**config.mk**
```make
export PLATFORM = sky130hd
export DESIGN_NAME = gis_core
export DESIGN_NICKNAME = d
export VERILOG_FILES = /design/src/gis_pkg.sv /design/src/gis_core.sv
export SDC_FILE = /design/constraint.sdc
export NUM_CORES = 1
export LEC_CHECK = 0
export ABC_AREA = 1
export BUFFER_PORTS_ARGS = -buffer_cell sky130_fd_sc_hd__buf_2
export CORE_ASPECT_RATIO = 0.75
export CORE_UTILIZATION = 55
export CTS_CLUSTER_SIZE = 24
export DETAILED_ROUTE_END_ITERATION = 6
export PLACE_DENSITY = 0.82
export SYNTH_ARGS = -nofsm -noshare
export SYNTH_HDL_FRONTEND = slang
export SYNTH_SLANG_ARGS = --single-unit
```
**constraint.sdc**
```tcl
create_clock -name clk_i -period 2.15 [get_ports clk_i]
set_clock_uncertainty 0.15 [all_clocks]
set_input_delay 0.43 -clock clk_i [delete_from_list [all_inputs] [get_ports clk_i]]
set_output_delay 0.43 -clock clk_i [all_outputs]
set_load 0.1 [all_outputs]
```
**src/gis_pkg.sv**
```systemverilog
// Package: constants, register map and carrier types of the bus interface state block
package gis_pkg;

  // Register byte offsets
  localparam logic [7:0] ADDR_CFG    = 8'h00;  // Primary address, trigger source
  localparam logic [7:0] ADDR_CMD    = 8'h04;  // Software device clear and trigger strobes, write only
  localparam logic [7:0] ADDR_STAT   = 8'h08;  // Interface state, read only
  localparam logic [7:0] ADDR_STB    = 8'h0C;  // Status summary bits
  localparam logic [7:0] ADDR_PANEL  = 8'h10;  // Front panel key gate
  localparam logic [7:0] ADDR_CLRCNT = 8'h14;  // Device clear and trigger counts

  // Field positions, config register
  localparam int CFG_ADDR_LSB = 0;
  localparam int CFG_TRIG_BIT = 8;

  // Field positions, status register
  localparam int ST_REM  = 0;
  localparam int ST_LLO  = 1;
  localparam int ST_TACS = 2;
  localparam int ST_LACS = 3;
  localparam int ST_SRQ  = 4;
  localparam int ST_SHOW = 5;
  localparam int ST_RQS  = 6;

  // Status byte request bit position
  localparam int STB_RQS_BIT = 6;

  // Reset values and limits
  localparam logic [4:0] ADDR_RESET = 5'h10;  // Factory address 16
  localparam logic [4:0] ADDR_MAX   = 5'h1E;  // Highest legal address, 30

  // Address display time after power-up, ms
  localparam int SHOW_MS = 1000;

  // Bus messages as decoded by the handshake front end
  typedef struct packed {
    logic       ren;      // Remote enable line level
    logic       ifc;      // Interface clear line level
    logic       atn_cmd;  // One-cycle strobe: command byte valid
    logic [7:0] cmd;      // Command byte received under attention
  } gis_bus_t;

  // Command byte groups
  localparam logic [2:0] GRP_LISTEN = 3'h1;  // 001xxxxx listen addresses
  localparam logic [2:0] GRP_TALK   = 3'h2;  // 010xxxxx talk addresses
  localparam logic [4:0] ADDR_UN    = 5'h1F; // Unlisten / untalk code
  localparam logic [7:0] CMD_GTL    = 8'h01;
  localparam logic [7:0] CMD_SDC    = 8'h04;
  localparam logic [7:0] CMD_GET    = 8'h08;
  localparam logic [7:0] CMD_LLO    = 8'h11;
  localparam logic [7:0] CMD_DCL    = 8'h14;
  localparam logic [7:0] CMD_SPE    = 8'h18;
  localparam logic [7:0] CMD_SPD    = 8'h19;

  // Indicator outputs
  typedef struct packed {
    logic remote;
    logic talk;
    logic listen;
    logic srq;
  } gis_ind_t;

endpackage : gis_pkg

```
**src/gis_core.sv**
```systemverilog
// Bus interface state logic: address, remote/local, talker/listener, clears, trigger, poll
`timescale 1ns/1ps

// Scope: device side of the instrument bus interface functions
// Handshake front end decodes bytes; this block sees each byte as a one-cycle strobe
// Line levels (remote enable, interface clear) arrive unsynchronised
// Local key arrives unsynchronised and bounces; the filter hides short glitches
// Trade-off: three flops plus agreement cost four cycles of latency on each pin
// Limitation: no parallel poll and no secondary addresses
// Limitation: lockout ends only by go-to-local or by remote enable going false
// Software view: six word registers on a classic register bus
// Software view: device clear and trigger may also be raised by register writes
// Counters of clears and triggers wrap silently at 16 bits
// Clock enable low freezes every register, bus acknowledge included
// Interface clear never touches address, trigger source or counters
// Status byte is registered, so the poll sees one settled value per cycle
// Request bit re-arms only once its cause has gone away

module gis_core #(
  parameter int CLK_HZ    = 10_000_000,
  parameter int SHOW_CYC  = gis_pkg::SHOW_MS * (CLK_HZ / 1000)
) (
  // Clock, reset, enable
  input  wire logic              clk_i,
  input  wire logic              rst_i,
  input  wire logic              ce_i,
  // Wishbone slave
  input  wire logic              wb_cyc_i,
  input  wire logic              wb_stb_i,
  input  wire logic              wb_we_i,
  input  wire logic [7:0]        wb_adr_i,
  input  wire logic [3:0]        wb_sel_i,
  input  wire logic [31:0]       wb_dat_i,
  output logic      [31:0]       wb_dat_o,
  output logic                   wb_ack_o,
  // Bus side, from handshake front end
  input  wire gis_pkg::gis_bus_t bus_i,
  output logic                   talk_en_o,
  output logic      [7:0]        poll_byte_o,
  output logic                   srq_o,
  input  wire logic              poll_done_i,
  // Front panel
  input  wire logic              local_key_i,
  input  wire logic              panel_key_i,
  output logic                   panel_key_o,
  output gis_pkg::gis_ind_t      ind_o,
  output logic                   show_addr_o,
  // Instrument side
  input  wire logic [7:0]        summary_i,
  output logic                   dev_clear_o,
  output logic                   trigger_o
);

  // Elaboration checks: the display counter must run and the clock be sane
  if (CLK_HZ < 1000) begin : g_bad_clk
    $error("CLK_HZ must be at least 1000");
  end
  if (SHOW_CYC < 1) begin : g_bad_show
    $error("SHOW_CYC must be at least one cycle");
  end

  // Pin synchronisers for async line levels: ren, ifc, local key
  // Stage zero may go metastable; only stages one and two are compared
  logic [2:0] ren_s_r;   // Remote enable shift chain
  logic [2:0] ifc_s_r;   // Interface clear shift chain
  logic [2:0] key_s_r;   // Local key shift chain
  logic       ren_r;     // Filtered remote enable
  logic       ifc_r;     // Filtered interface clear
  logic       key_r;     // Filtered local key
  logic       key_d_r;   // Local key one cycle later, for the edge
  always_ff @(posedge clk_i) begin
    if (rst_i) begin
      ren_s_r <= '0;
      ifc_s_r <= '0;
      key_s_r <= '0;
    end else if (ce_i) begin
      ren_s_r <= {ren_s_r[1:0], bus_i.ren};
      ifc_s_r <= {ifc_s_r[1:0], bus_i.ifc};
      key_s_r <= {key_s_r[1:0], local_key_i};
    end
  end

  // Accept a change once stages one and two agree
  always_ff @(posedge clk_i) begin
    if (rst_i) begin
      ren_r   <= 1'b0;
      ifc_r   <= 1'b0;
      key_r   <= 1'b0;
      key_d_r <= 1'b0;
    end else if (ce_i) begin
      if (ren_s_r[1] == ren_s_r[2]) ren_r <= ren_s_r[2];
      if (ifc_s_r[1] == ifc_s_r[2]) ifc_r <= ifc_s_r[2];
      if (key_s_r[1] == key_s_r[2]) key_r <= key_s_r[2];
      key_d_r <= key_r;
    end
  end

  // Registers
  // Lockout and remote live apart: lockout survives a local key press
  logic [4:0]  addr_r;       // Primary address
  logic        trig_bus_r;   // Bus trigger is the control source
  logic        rem_r;        // Remote state
  logic        llo_r;        // Local lockout in effect
  logic        tacs_r;       // Talker active
  logic        lacs_r;       // Listener active
  logic        spoll_r;      // Serial poll mode
  logic        rqs_clr_r;    // Request bit cleared by a poll
  logic [31:0] show_cnt_r;   // Address display countdown
  logic [15:0] clr_cnt_r;    // Device clears seen
  logic [15:0] trig_cnt_r;   // Triggers issued
  logic        ack_r;        // Bus acknowledge
  logic [31:0] rdat_r;       // Registered read data

  // Command decode; address commands compare five low bits
  // Other listen addresses leave us alone; any other talk address steals talker
  wire       cmd_v    = ce_i & bus_i.atn_cmd;
  wire [2:0] grp      = bus_i.cmd[7:5];
  wire [4:0] cmd_adr  = bus_i.cmd[4:0];
  wire       my_la    = cmd_v & (grp == gis_pkg::GRP_LISTEN) & (cmd_adr == addr_r);
  wire       my_ta    = cmd_v & (grp == gis_pkg::GRP_TALK) & (cmd_adr == addr_r);
  wire       unl      = cmd_v & (grp == gis_pkg::GRP_LISTEN) & (cmd_adr == gis_pkg::ADDR_UN);
  wire       unt      = cmd_v & (grp == gis_pkg::GRP_TALK) & (cmd_adr == gis_pkg::ADDR_UN);
  wire       other_ta = cmd_v & (grp == gis_pkg::GRP_TALK) & ~my_ta & ~unt;
  // Addressed commands count only while we listen
  wire       c_gtl    = cmd_v & (bus_i.cmd == gis_pkg::CMD_GTL) & lacs_r;
  wire       c_sdc    = cmd_v & (bus_i.cmd == gis_pkg::CMD_SDC) & lacs_r;
  wire       c_get    = cmd_v & (bus_i.cmd == gis_pkg::CMD_GET) & lacs_r;
  // Universal commands reach every device on the bus
  wire       c_llo    = cmd_v & (bus_i.cmd == gis_pkg::CMD_LLO);
  wire       c_dcl    = cmd_v & (bus_i.cmd == gis_pkg::CMD_DCL);
  wire       c_spe    = cmd_v & (bus_i.cmd == gis_pkg::CMD_SPE);
  wire       c_spd    = cmd_v & (bus_i.cmd == gis_pkg::CMD_SPD);
  wire       key_rise = ce_i & key_r & ~key_d_r;

  // Bus writes and reads
  // A request is taken once; the pending ack masks the still-held strobe,
  // so each write lands exactly one time
  wire        wb_req  = wb_cyc_i & wb_stb_i & ~ack_r;
  wire        wb_wr   = wb_req & wb_we_i & ce_i;
  wire        cfg_wr  = wb_wr & (wb_adr_i == gis_pkg::ADDR_CFG);
  wire        cmd_wr  = wb_wr & (wb_adr_i == gis_pkg::ADDR_CMD);
  wire        adr_ok  = wb_dat_i[4:0] <= gis_pkg::ADDR_MAX;
  wire        sw_dcl  = cmd_wr & wb_sel_i[0] & wb_dat_i[0];
  wire        sw_get  = cmd_wr & wb_sel_i[0] & wb_dat_i[1];

  // Primary address and trigger source; interface clear never touches them
  // An out-of-range value keeps the old address, so the bus never loses us
  always_ff @(posedge clk_i) begin
    if (rst_i) begin
      addr_r     <= gis_pkg::ADDR_RESET;
      trig_bus_r <= 1'b0;
    end else if (cfg_wr) begin
      if (wb_sel_i[0] && adr_ok) addr_r <= wb_dat_i[4:0];
      if (wb_sel_i[1]) trig_bus_r <= wb_dat_i[gis_pkg::CFG_TRIG_BIT];
    end
  end

  // Power-up address display
  // Counts down once after reset; clock enable low stretches the display
  always_ff @(posedge clk_i) begin
    if (rst_i) show_cnt_r <= 32'(SHOW_CYC);
    else if (ce_i && show_cnt_r != 32'h0000_0000) show_cnt_r <= show_cnt_r - 32'h0000_0001;
  end
  assign show_addr_o = (show_cnt_r != 32'h0000_0000);

  // Talker and listener states
  // Interface clear wins over any command in the same cycle
  always_ff @(posedge clk_i) begin
    if (rst_i) begin
      tacs_r <= 1'b0;
      lacs_r <= 1'b0;
    end else if (ce_i) begin
      if (ifc_r) begin
        tacs_r <= 1'b0;
        lacs_r <= 1'b0;
      end else begin
        if (my_ta) tacs_r <= 1'b1;
        else if (unt || other_ta || my_la) tacs_r <= 1'b0;
        if (my_la) lacs_r <= 1'b1;
        else if (unl || my_ta) lacs_r <= 1'b0;
      end
    end
  end

  // Remote, lockout; remote entry only on own listen address with enable
  // Remote enable false also ends lockout; the local key acts on its edge only
  always_ff @(posedge clk_i) begin
    if (rst_i) begin
      rem_r <= 1'b0;
      llo_r <= 1'b0;
    end else if (ce_i) begin
      if (ifc_r || !ren_r) begin
        rem_r <= 1'b0;
        if (!ren_r) llo_r <= 1'b0;
      end else begin
        if (my_la) rem_r <= 1'b1;
        else if (c_gtl) rem_r <= 1'b0;
        else if (key_rise && !llo_r) rem_r <= 1'b0;
        if (c_gtl) llo_r <= 1'b0;
        else if (c_llo) llo_r <= 1'b1;
      end
    end
  end

  // Serial poll mode and request-bit clear on poll completion
  // Set beats re-arm, so a poll in the cause's last cycle still clears
  always_ff @(posedge clk_i) begin
    if (rst_i) begin
      spoll_r   <= 1'b0;
      rqs_clr_r <= 1'b0;
    end else if (ce_i) begin
      if (ifc_r || c_spd) spoll_r <= 1'b0;
      else if (c_spe) spoll_r <= 1'b1;
      if (spoll_r && tacs_r && poll_done_i) rqs_clr_r <= 1'b1;
      else if (summary_i[gis_pkg::STB_RQS_BIT] == 1'b0) rqs_clr_r <= 1'b0;
    end
  end

  // Request holds until polled or causes vanish
  wire rqs = summary_i[gis_pkg::STB_RQS_BIT] & ~rqs_clr_r;

  // Counters of clears and triggers for software
  // Wrap-around accepted; software works with differences
  always_ff @(posedge clk_i) begin
    if (rst_i) begin
      clr_cnt_r  <= '0;
      trig_cnt_r <= '0;
    end else if (ce_i) begin
      if (dev_clear_o) clr_cnt_r <= clr_cnt_r + 16'h0001;
      if (trigger_o) trig_cnt_r <= trig_cnt_r + 16'h0001;
    end
  end

  // Clear and trigger pulses to the instrument
  // Combinational: each lasts exactly the strobe cycle
  assign dev_clear_o = c_dcl | c_sdc | sw_dcl;
  assign trigger_o   = (c_get | sw_get) & trig_bus_r;

  // Status byte always available to the poll; registered so the byte
  // holds one settled value per cycle, reloaded on every enabled cycle
  logic [7:0] poll_byte_r;
  always_ff @(posedge clk_i) begin
    if (rst_i) poll_byte_r <= 8'h00;
    else if (ce_i) poll_byte_r <= {summary_i[7], rqs, summary_i[5:0]};
  end
  assign poll_byte_o = poll_byte_r;
  assign talk_en_o   = tacs_r;
  assign srq_o       = rqs;

  // Panel gate: only local and power keys live in remote
  assign panel_key_o = panel_key_i & ~rem_r;

  // Indicators
  assign ind_o.remote = rem_r;
  assign ind_o.talk   = tacs_r;
  assign ind_o.listen = lacs_r;
  assign ind_o.srq    = rqs;

  // Read words, one named wire per readable register
  wire [31:0] rd_cfg   = {23'h00_0000, trig_bus_r, 3'h0, addr_r};
  wire [31:0] rd_stat  = {25'h000_0000, rqs, show_addr_o, rqs, lacs_r, tacs_r,
                          llo_r, rem_r};
  wire [31:0] rd_stb   = {24'h00_0000, poll_byte_o};
  wire [31:0] rd_panel = {31'h0000_0000, panel_key_o};
  wire [31:0] rd_cnt   = {trig_cnt_r, clr_cnt_r};

  // Read mux
  logic [31:0] rmux;
  always_comb begin
    rmux = 32'h0000_0000;
    unique case (wb_adr_i)
      gis_pkg::ADDR_CFG:    rmux = rd_cfg;
      gis_pkg::ADDR_STAT:   rmux = rd_stat;
      gis_pkg::ADDR_STB:    rmux = rd_stb;
      gis_pkg::ADDR_PANEL:  rmux = rd_panel;
      gis_pkg::ADDR_CLRCNT: rmux = rd_cnt;
      default:              rmux = 32'h0000_0000;
    endcase
  end

  // Single-wait-state acknowledge; unmapped reads return zero
  // Read data is registered from the address of the taken request
  always_ff @(posedge clk_i) begin
    if (rst_i) begin
      ack_r  <= 1'b0;
      rdat_r <= '0;
    end else if (ce_i) begin
      ack_r  <= wb_req;
      rdat_r <= rmux;
    end
  end
  assign wb_ack_o = ack_r;
  assign wb_dat_o = rdat_r;

endmodule : gis_core

```
---- Yosys cells after proc, flatten, opt, wreduce, memory -nomap -nowiden ----
Index checks and enable logic that the tools add are counted.
storage, ports and cells
  memories kept ........................... 0
  latch bits .............................. 0
  RAM bits ................................ 0
  logic and storage cells ................. 139
  memory bits (read-only) ................. 0
  flip-flop bits (word level) ............. 130
  input bits .............................. 72
operators by class
  shifts and indexed selects .............. 0
  $add $sub $neg .......................... 3
  bitwise gates (word level) .............. 42
  magnitude comparators ................... 1
  multiply operators ...................... 0
  equal/unequal tests ..................... 21
  multiplexer cells ....................... 19
  reduce and logical (&&, ||, !) cells .... 32
  div/mod/pow operators ................... 0
operators by type and width
  operator                 number
  $pmux W32 S5             1
  $eq A8 B5 Y1 const B     6
  $and A1 B1 Y1            33
  $add A16 B1 Y16 const B  2
  $reduce_bool A32 Y1      1
  $sub A32 B1 Y32 const B  1
  $eq A8 B4 Y1 const B     3
  $reduce_and A2 Y1        12
  $mux W1                  18
  $eq A8 B3 Y1 const B     2
  $reduce_bool A3 Y1       3
  $eq A8 B1 Y1 const B     1
  $logic_not A8 Y1         1
  $not A1 Y1               6
  $eq A5 B5 Y1             1
  $eq A5 B5 Y1 const B     1
  $le A5 B5 Y1 const B     1
  $logic_and A1 B1 Y1      5
  $logic_or A1 B1 Y1       5
  $reduce_bool A4 Y1       1
  $eq A1 B1 Y1             3
  $eq A3 B1 Y1 const B     1
  $eq A3 B2 Y1 const B     1
  $or A1 B1 Y1             3
  other kinds (5)          6

---- Longest topological paths before layout ----
  depth in word-level cells ............... 11
  gate-level depth with buffers ........... 13
  gate-level depth less buffers ........... 12

---- Least setup slack after synthesis ----
OpenSTA, ideal clock, no wires.
  path type ............................... register to register
  start point ............................. register ack_r (netlist: wb_ack_o)
  end point ............................... register clr_cnt_r[9]
  slack ................................... -0.391 ns
  cell stages (with the launch flop) ...... 10
  library setup time ...................... 0.117 ns
  data required time ...................... 1.883 ns
  arrival ................................. 2.274 ns
  cells stage by stage .................... dfxtp_1 nor2_1 nand3_1 nor2_2 nand3_1 nand2_1 nand2_1 o21ai_1 inv_1 nor2_1
between the ends
  longest elaborated chain between the ends .. 9
ends and longest elaborated chain
  what                         line             source
  start: declaration           gis_core.sv:111  logic ack_r;
  start signal: assignment     gis_core.sv:288  ack_r <= wb_req;
  $not A1 Y1                   gis_core.sv:138  wire wb_req = wb_cyc_i & wb_stb_i & ~ack_r;
  $and A1 B1 Y1                gis_core.sv:138
  $and A1 B1 Y1 (2 in series)  gis_core.sv:139  wire wb_wr = wb_req & wb_we_i & ce_i;
  $and A1 B1 Y1                gis_core.sv:141  wire cmd_wr = wb_wr & (wb_adr_i == gis_pkg::ADDR_CMD);
  $and A1 B1 Y1 (2 in series)  gis_core.sv:143  wire sw_dcl = cmd_wr & wb_sel_i[0] & wb_dat_i[0];
  $or A1 B1 Y1                 gis_core.sv:236  assign dev_clear_o = c_dcl | c_sdc | sw_dcl;
  net dev_clear_o              gis_core.sv:50   output logic dev_clear_o,
  $reduce_and A2 Y1 (no line)  --
  end signal: assignment       gis_core.sv:229  if (dev_clear_o) clr_cnt_r <= clr_cnt_r + 16'h0001;
  end: declaration             gis_core.sv:109  logic [15:0] clr_cnt_r;
The timed path passes the listed nets, and every way through them passes these cells.
A chain may end at the register's enable or synchronous reset.

---- Worst setup path in the final report ----
  start point ............................. register lacs_r
  end point ............................... output dev_clear_o
between the ends
  longest elaborated chain between the ends .. 3
ends and longest elaborated chain
  what                        line             source
  start: declaration          gis_core.sv:105  logic lacs_r;
  start signal: assignment    gis_core.sv:171  lacs_r <= 1'b0;
  start signal: assignment    gis_core.sv:175  lacs_r <= 1'b0;
  start signal: assignment    gis_core.sv:179  if (my_la) lacs_r <= 1'b1;
  $and A1 B1 Y1               gis_core.sv:126  wire c_sdc = cmd_v & (bus_i.cmd == gis_pkg::CMD_SDC) & lacs_r;
  $or A1 B1 Y1 (2 in series)  gis_core.sv:236
  end: declaration            gis_core.sv:50
Every way passes these cells.

==> impl_metrics.py <==
metrics = {
    "route": {
        "drt_iter0_drc": 651,
        "drc": 0,
        "postRouteWirelength_mm": 19.0,
        "first_pass_iters": 6,
        "final_antenna_net_count": 0,
        "via_count": 7004,
        "wire_per_inst_um": 14.8,
        "vias_per_cell": 5.44,
    },
    "power_and_ir_drop": {
        "clkPwrFrac": 0.496,
        "internal_power_uw": 4790,
        "power_switching_uw": 1760,
        "power_frac_seq": 0.385,
        "p_per_area_nw_per_um2": 780,
        "netSwitchingFraction": 0.269,
        "pwr-share-comb": 0.119,
        "ir_drop_mv": 0.646,
        "power.leakage_uw": 0.00351,
    },
    "job": {
        "maxCapViolCount": 0,
    },
    "setup_path": {
        "required_ps": 1570,
        "timing.critical_path.to": "dev_clear_o",
        "regToRegSetupSlack_ps": 180,
        "crit_start": "lacs_r",
        "arrival_ps": 1630,
        "worst_setup_path_start_kind": "flop",
        "crit_type": "reg2out",
        "reg2reg_from": "show_cnt_r[0]",
        "worstSetupEndpointType": "output pin",
        "r2r-end": "show_cnt_r[4]",
        "worst-path-max-fanout": 3,
        "reg2reg_depth": 10,
    },
    "logic_synthesis": {
        "yosys-top-cells-area": "dfxtp_1 (38%), nand2_1 (13%), nor2_1 (7.0%), a21oi_1 (6.8%), nand3_1 (5.0%)",
        "ys_types": 39,
        "yosysWarnings": 0,
        "synth_top_cells_by_count": "nand2_1 (246), dfxtp_1 (130), nor2_1 (128)",
        "synth_nets": 1074,
        "postSynth.asyncResetShare": 0,
        "synth.largest_area_cell": "dfxtp_1",
        "postSynthAreaPerCell_um2": 6.85,
        "syn-cell-area_um2": 6840,
        "synth_ff_type": "dfxtp_1",
        "synth.ff_latch_count": 130,
        "post-synth-top-count-cell": "nand2_1",
        "synth_top_area_frac": 0.380,
        "synth-seq-area-share": 0.380,
        "synth_edf_count": 0,
        "synth_cells": 999,
    },
    "cells_and_area": {
        "fin_nets": 1186,
        "syn2layout_area_growth_pct": 22.8,
        "design_area_um2": 8400,
        "stdcell_count": 1287,
        "drive_above_1_share": 0.205,
    },
    "outcome": {
        "status": "complete, but fails checks",
        "violations": "setup timing",
    },
    "sta": {
        "finalSetupTns_ps": -103,
        "fin_ws_ps": -56.7,
        "final_hold_viol_count": 0,
        "setup_viol": 2,
        "rsz0062_at_grt": "yes",
        "worst_pin_slew_ps": 717,
        "finalMaxSlewViolations": 0,
        "period_minus_slack_ps": 2210,
        "fmax_mhz": 453,
        "fin_crit_sh": 1.03,
        "holdWs_ps": 78.1,
        "relSlewSlack": 0.522,
    },
    "place": {
        "numPlacedInstances": 1247,
        "port-buffer-count": 94,
        "placed_area_um2": 7580,
        "gp_congestion": 0.935,
        "dp_hpwl_mm": 13.0,
    },
    "global_routing": {
        "grt_max_degree": 62,
        "grt_pass1_vias": 6172,
        "grt_usage": 0.299,
        "grt_remaining_overflow": 0,
        "grt_antenna_before_repair": 1,
        "grt_pass1_wl_mm": 30.0,
    },
    "die": {
        "io_pins": 123,
        "initial_utilization": 0.577,
        "die_x_um": 131,
        "core.rowCount": 34,
        "die_h_um": 98.6,
        "die-area_um2": 12900,
        "core_um2": 11900,
    },
    "cts": {
        "cts_tree": "yes",
        "clockBufferDepth": 2,
        "clock_sink_count": 130,
        "clk_latency_ps": 420,
        "htree_levels": 4,
        "hold_buffers": 0,
        "cts-root-buf": "clkbuf_16",
        "numCtsBuffers": 17,
        "path_clk_slew_ps": 60,
    },
    "hold_path": {
        "worstHoldPathType": "in2reg",
    },
}
[power groups by stage]
stage               logic, uW  registers [uW]  clock network [uW]
global placement          740            2570                   0
floorplan                 338            2780                   0
finish                    781            2520                3250
global route              839            2530                3370
detailed placement        746            2570                   0
CTS                       758            2520                3270
[sequential cells by signal, summed over array words and instances (netlist names), 3 cells and up]
register,count
addr_r,5
clr_cnt_r,16
ifc_s_r,3
key_s_r,3
poll_byte_o,8
ren_s_r,3
show_cnt_r,32
trig_cnt_r,16
wb_dat_o,32
[final cells by class]
cell class                 count  area, um2
antenna                        1       2.50
clock buffer                  20        457
clock inverter                12        203
fill                         960       3460
inverter                      90        340
multi-input combinational    737       3740
sequential                   130       2610
tap                          162        203
timing repair buffer         135        848
[repair_timing]
item | in CTS | in global routing
pin swaps | 5 | 13
buffers inserted | 2 | 5
endpoints found under the setup margin | 3 | 3
resized for setup | 8 | 24
[per-layer routing]
layer,part of all wire,global-route usage,vias up
met1,0.47,0.429,3193
li1,-,-,3477
met5,0,0,-
met4,0.013,0.0902,0
met2,0.42,0.440,310
met3,0.095,0.0749,24
[placed cells by master (no fill, tap or decap), types with 9 or more instances in the layout]
| cell | netlist | routed |
|---|---|---|
| nand2_1 | 246 | 241 |
| dfxtp_1 | 130 | 125 |
| nor2_1 | 128 | 119 |
| a21oi_1 | 93 | 93 |
| buf_2 | 5 | 91 |
| inv_1 | 82 | 80 |
| nand3_1 | 69 | 67 |
| o21ai_0 | 58 | 58 |
| buf_4 | 4 | 39 |
| xor2_1 | 23 | 23 |
| nand4_1 | 22 | 22 |
| nor3_1 | 17 | 17 |
| xnor2_1 | 17 | 17 |
| clkbuf_16 | 0 | 17 |
| nor2_4 | 4 | 11 |
| nor2_2 | 7 | 9 |
[kinds of logic (layout without fill, tap and decap cells)]
group / after synthesis / in the layout / share of synthesized area
xor gates and xnor gates: 40 / 40 / 0.0512
buffers and inverters: 132 / 257 / 0.0881
DFF: 130 / 130 / 0.380
other: 0 / 1 / 0
and+or+nand+nor: 526 / 526 / 0.346
adders and majority gates: 3 / 3 / 0.00549
AOI/OAI and AO/OA: 168 / 168 / 0.128
[critical path, stage by stage, from the launching register on]
cell	delay (ps)
dfxtp_2	330
nand3_2	80
nor3_4	250
o21ai_1	160
nand2_2	180
buf_12	190
[worst min-delay path by stage]
| stage | endpoint | slack [ps] | from | cells after the start |
|---|---|---|---|---|
| after floorplan | wb_dat_o[15] | 290 | clr_cnt_r[15] | 2 |
| after global routing | ren_s_r[0] | 90 | bus_i[10] | 3 |
| after detailed placement | key_d_r | 300 | key_d_r | 2 |
| final | ren_s_r[0] | 80 | bus_i[10] | 3 |
| after CTS | ren_s_r[0] | 80 | bus_i[10] | 3 |
| after global placement | key_d_r | 300 | key_d_r | 2 |
[per-stage QoR]
step / util / power, uW / worst slack [ps]
after floorplan: - / 3120 / 48.7
after global placement: 0.639 / 3310 / -42.5
after detailed placement: 0.639 / 3320 / -32.4
after CTS: 0.698 / 6540 / -72.6
after global routing: 0.708 / 6740 / -120
final: 0.708 / 6550 / -56.7
(Power assumes the default switching activity.)
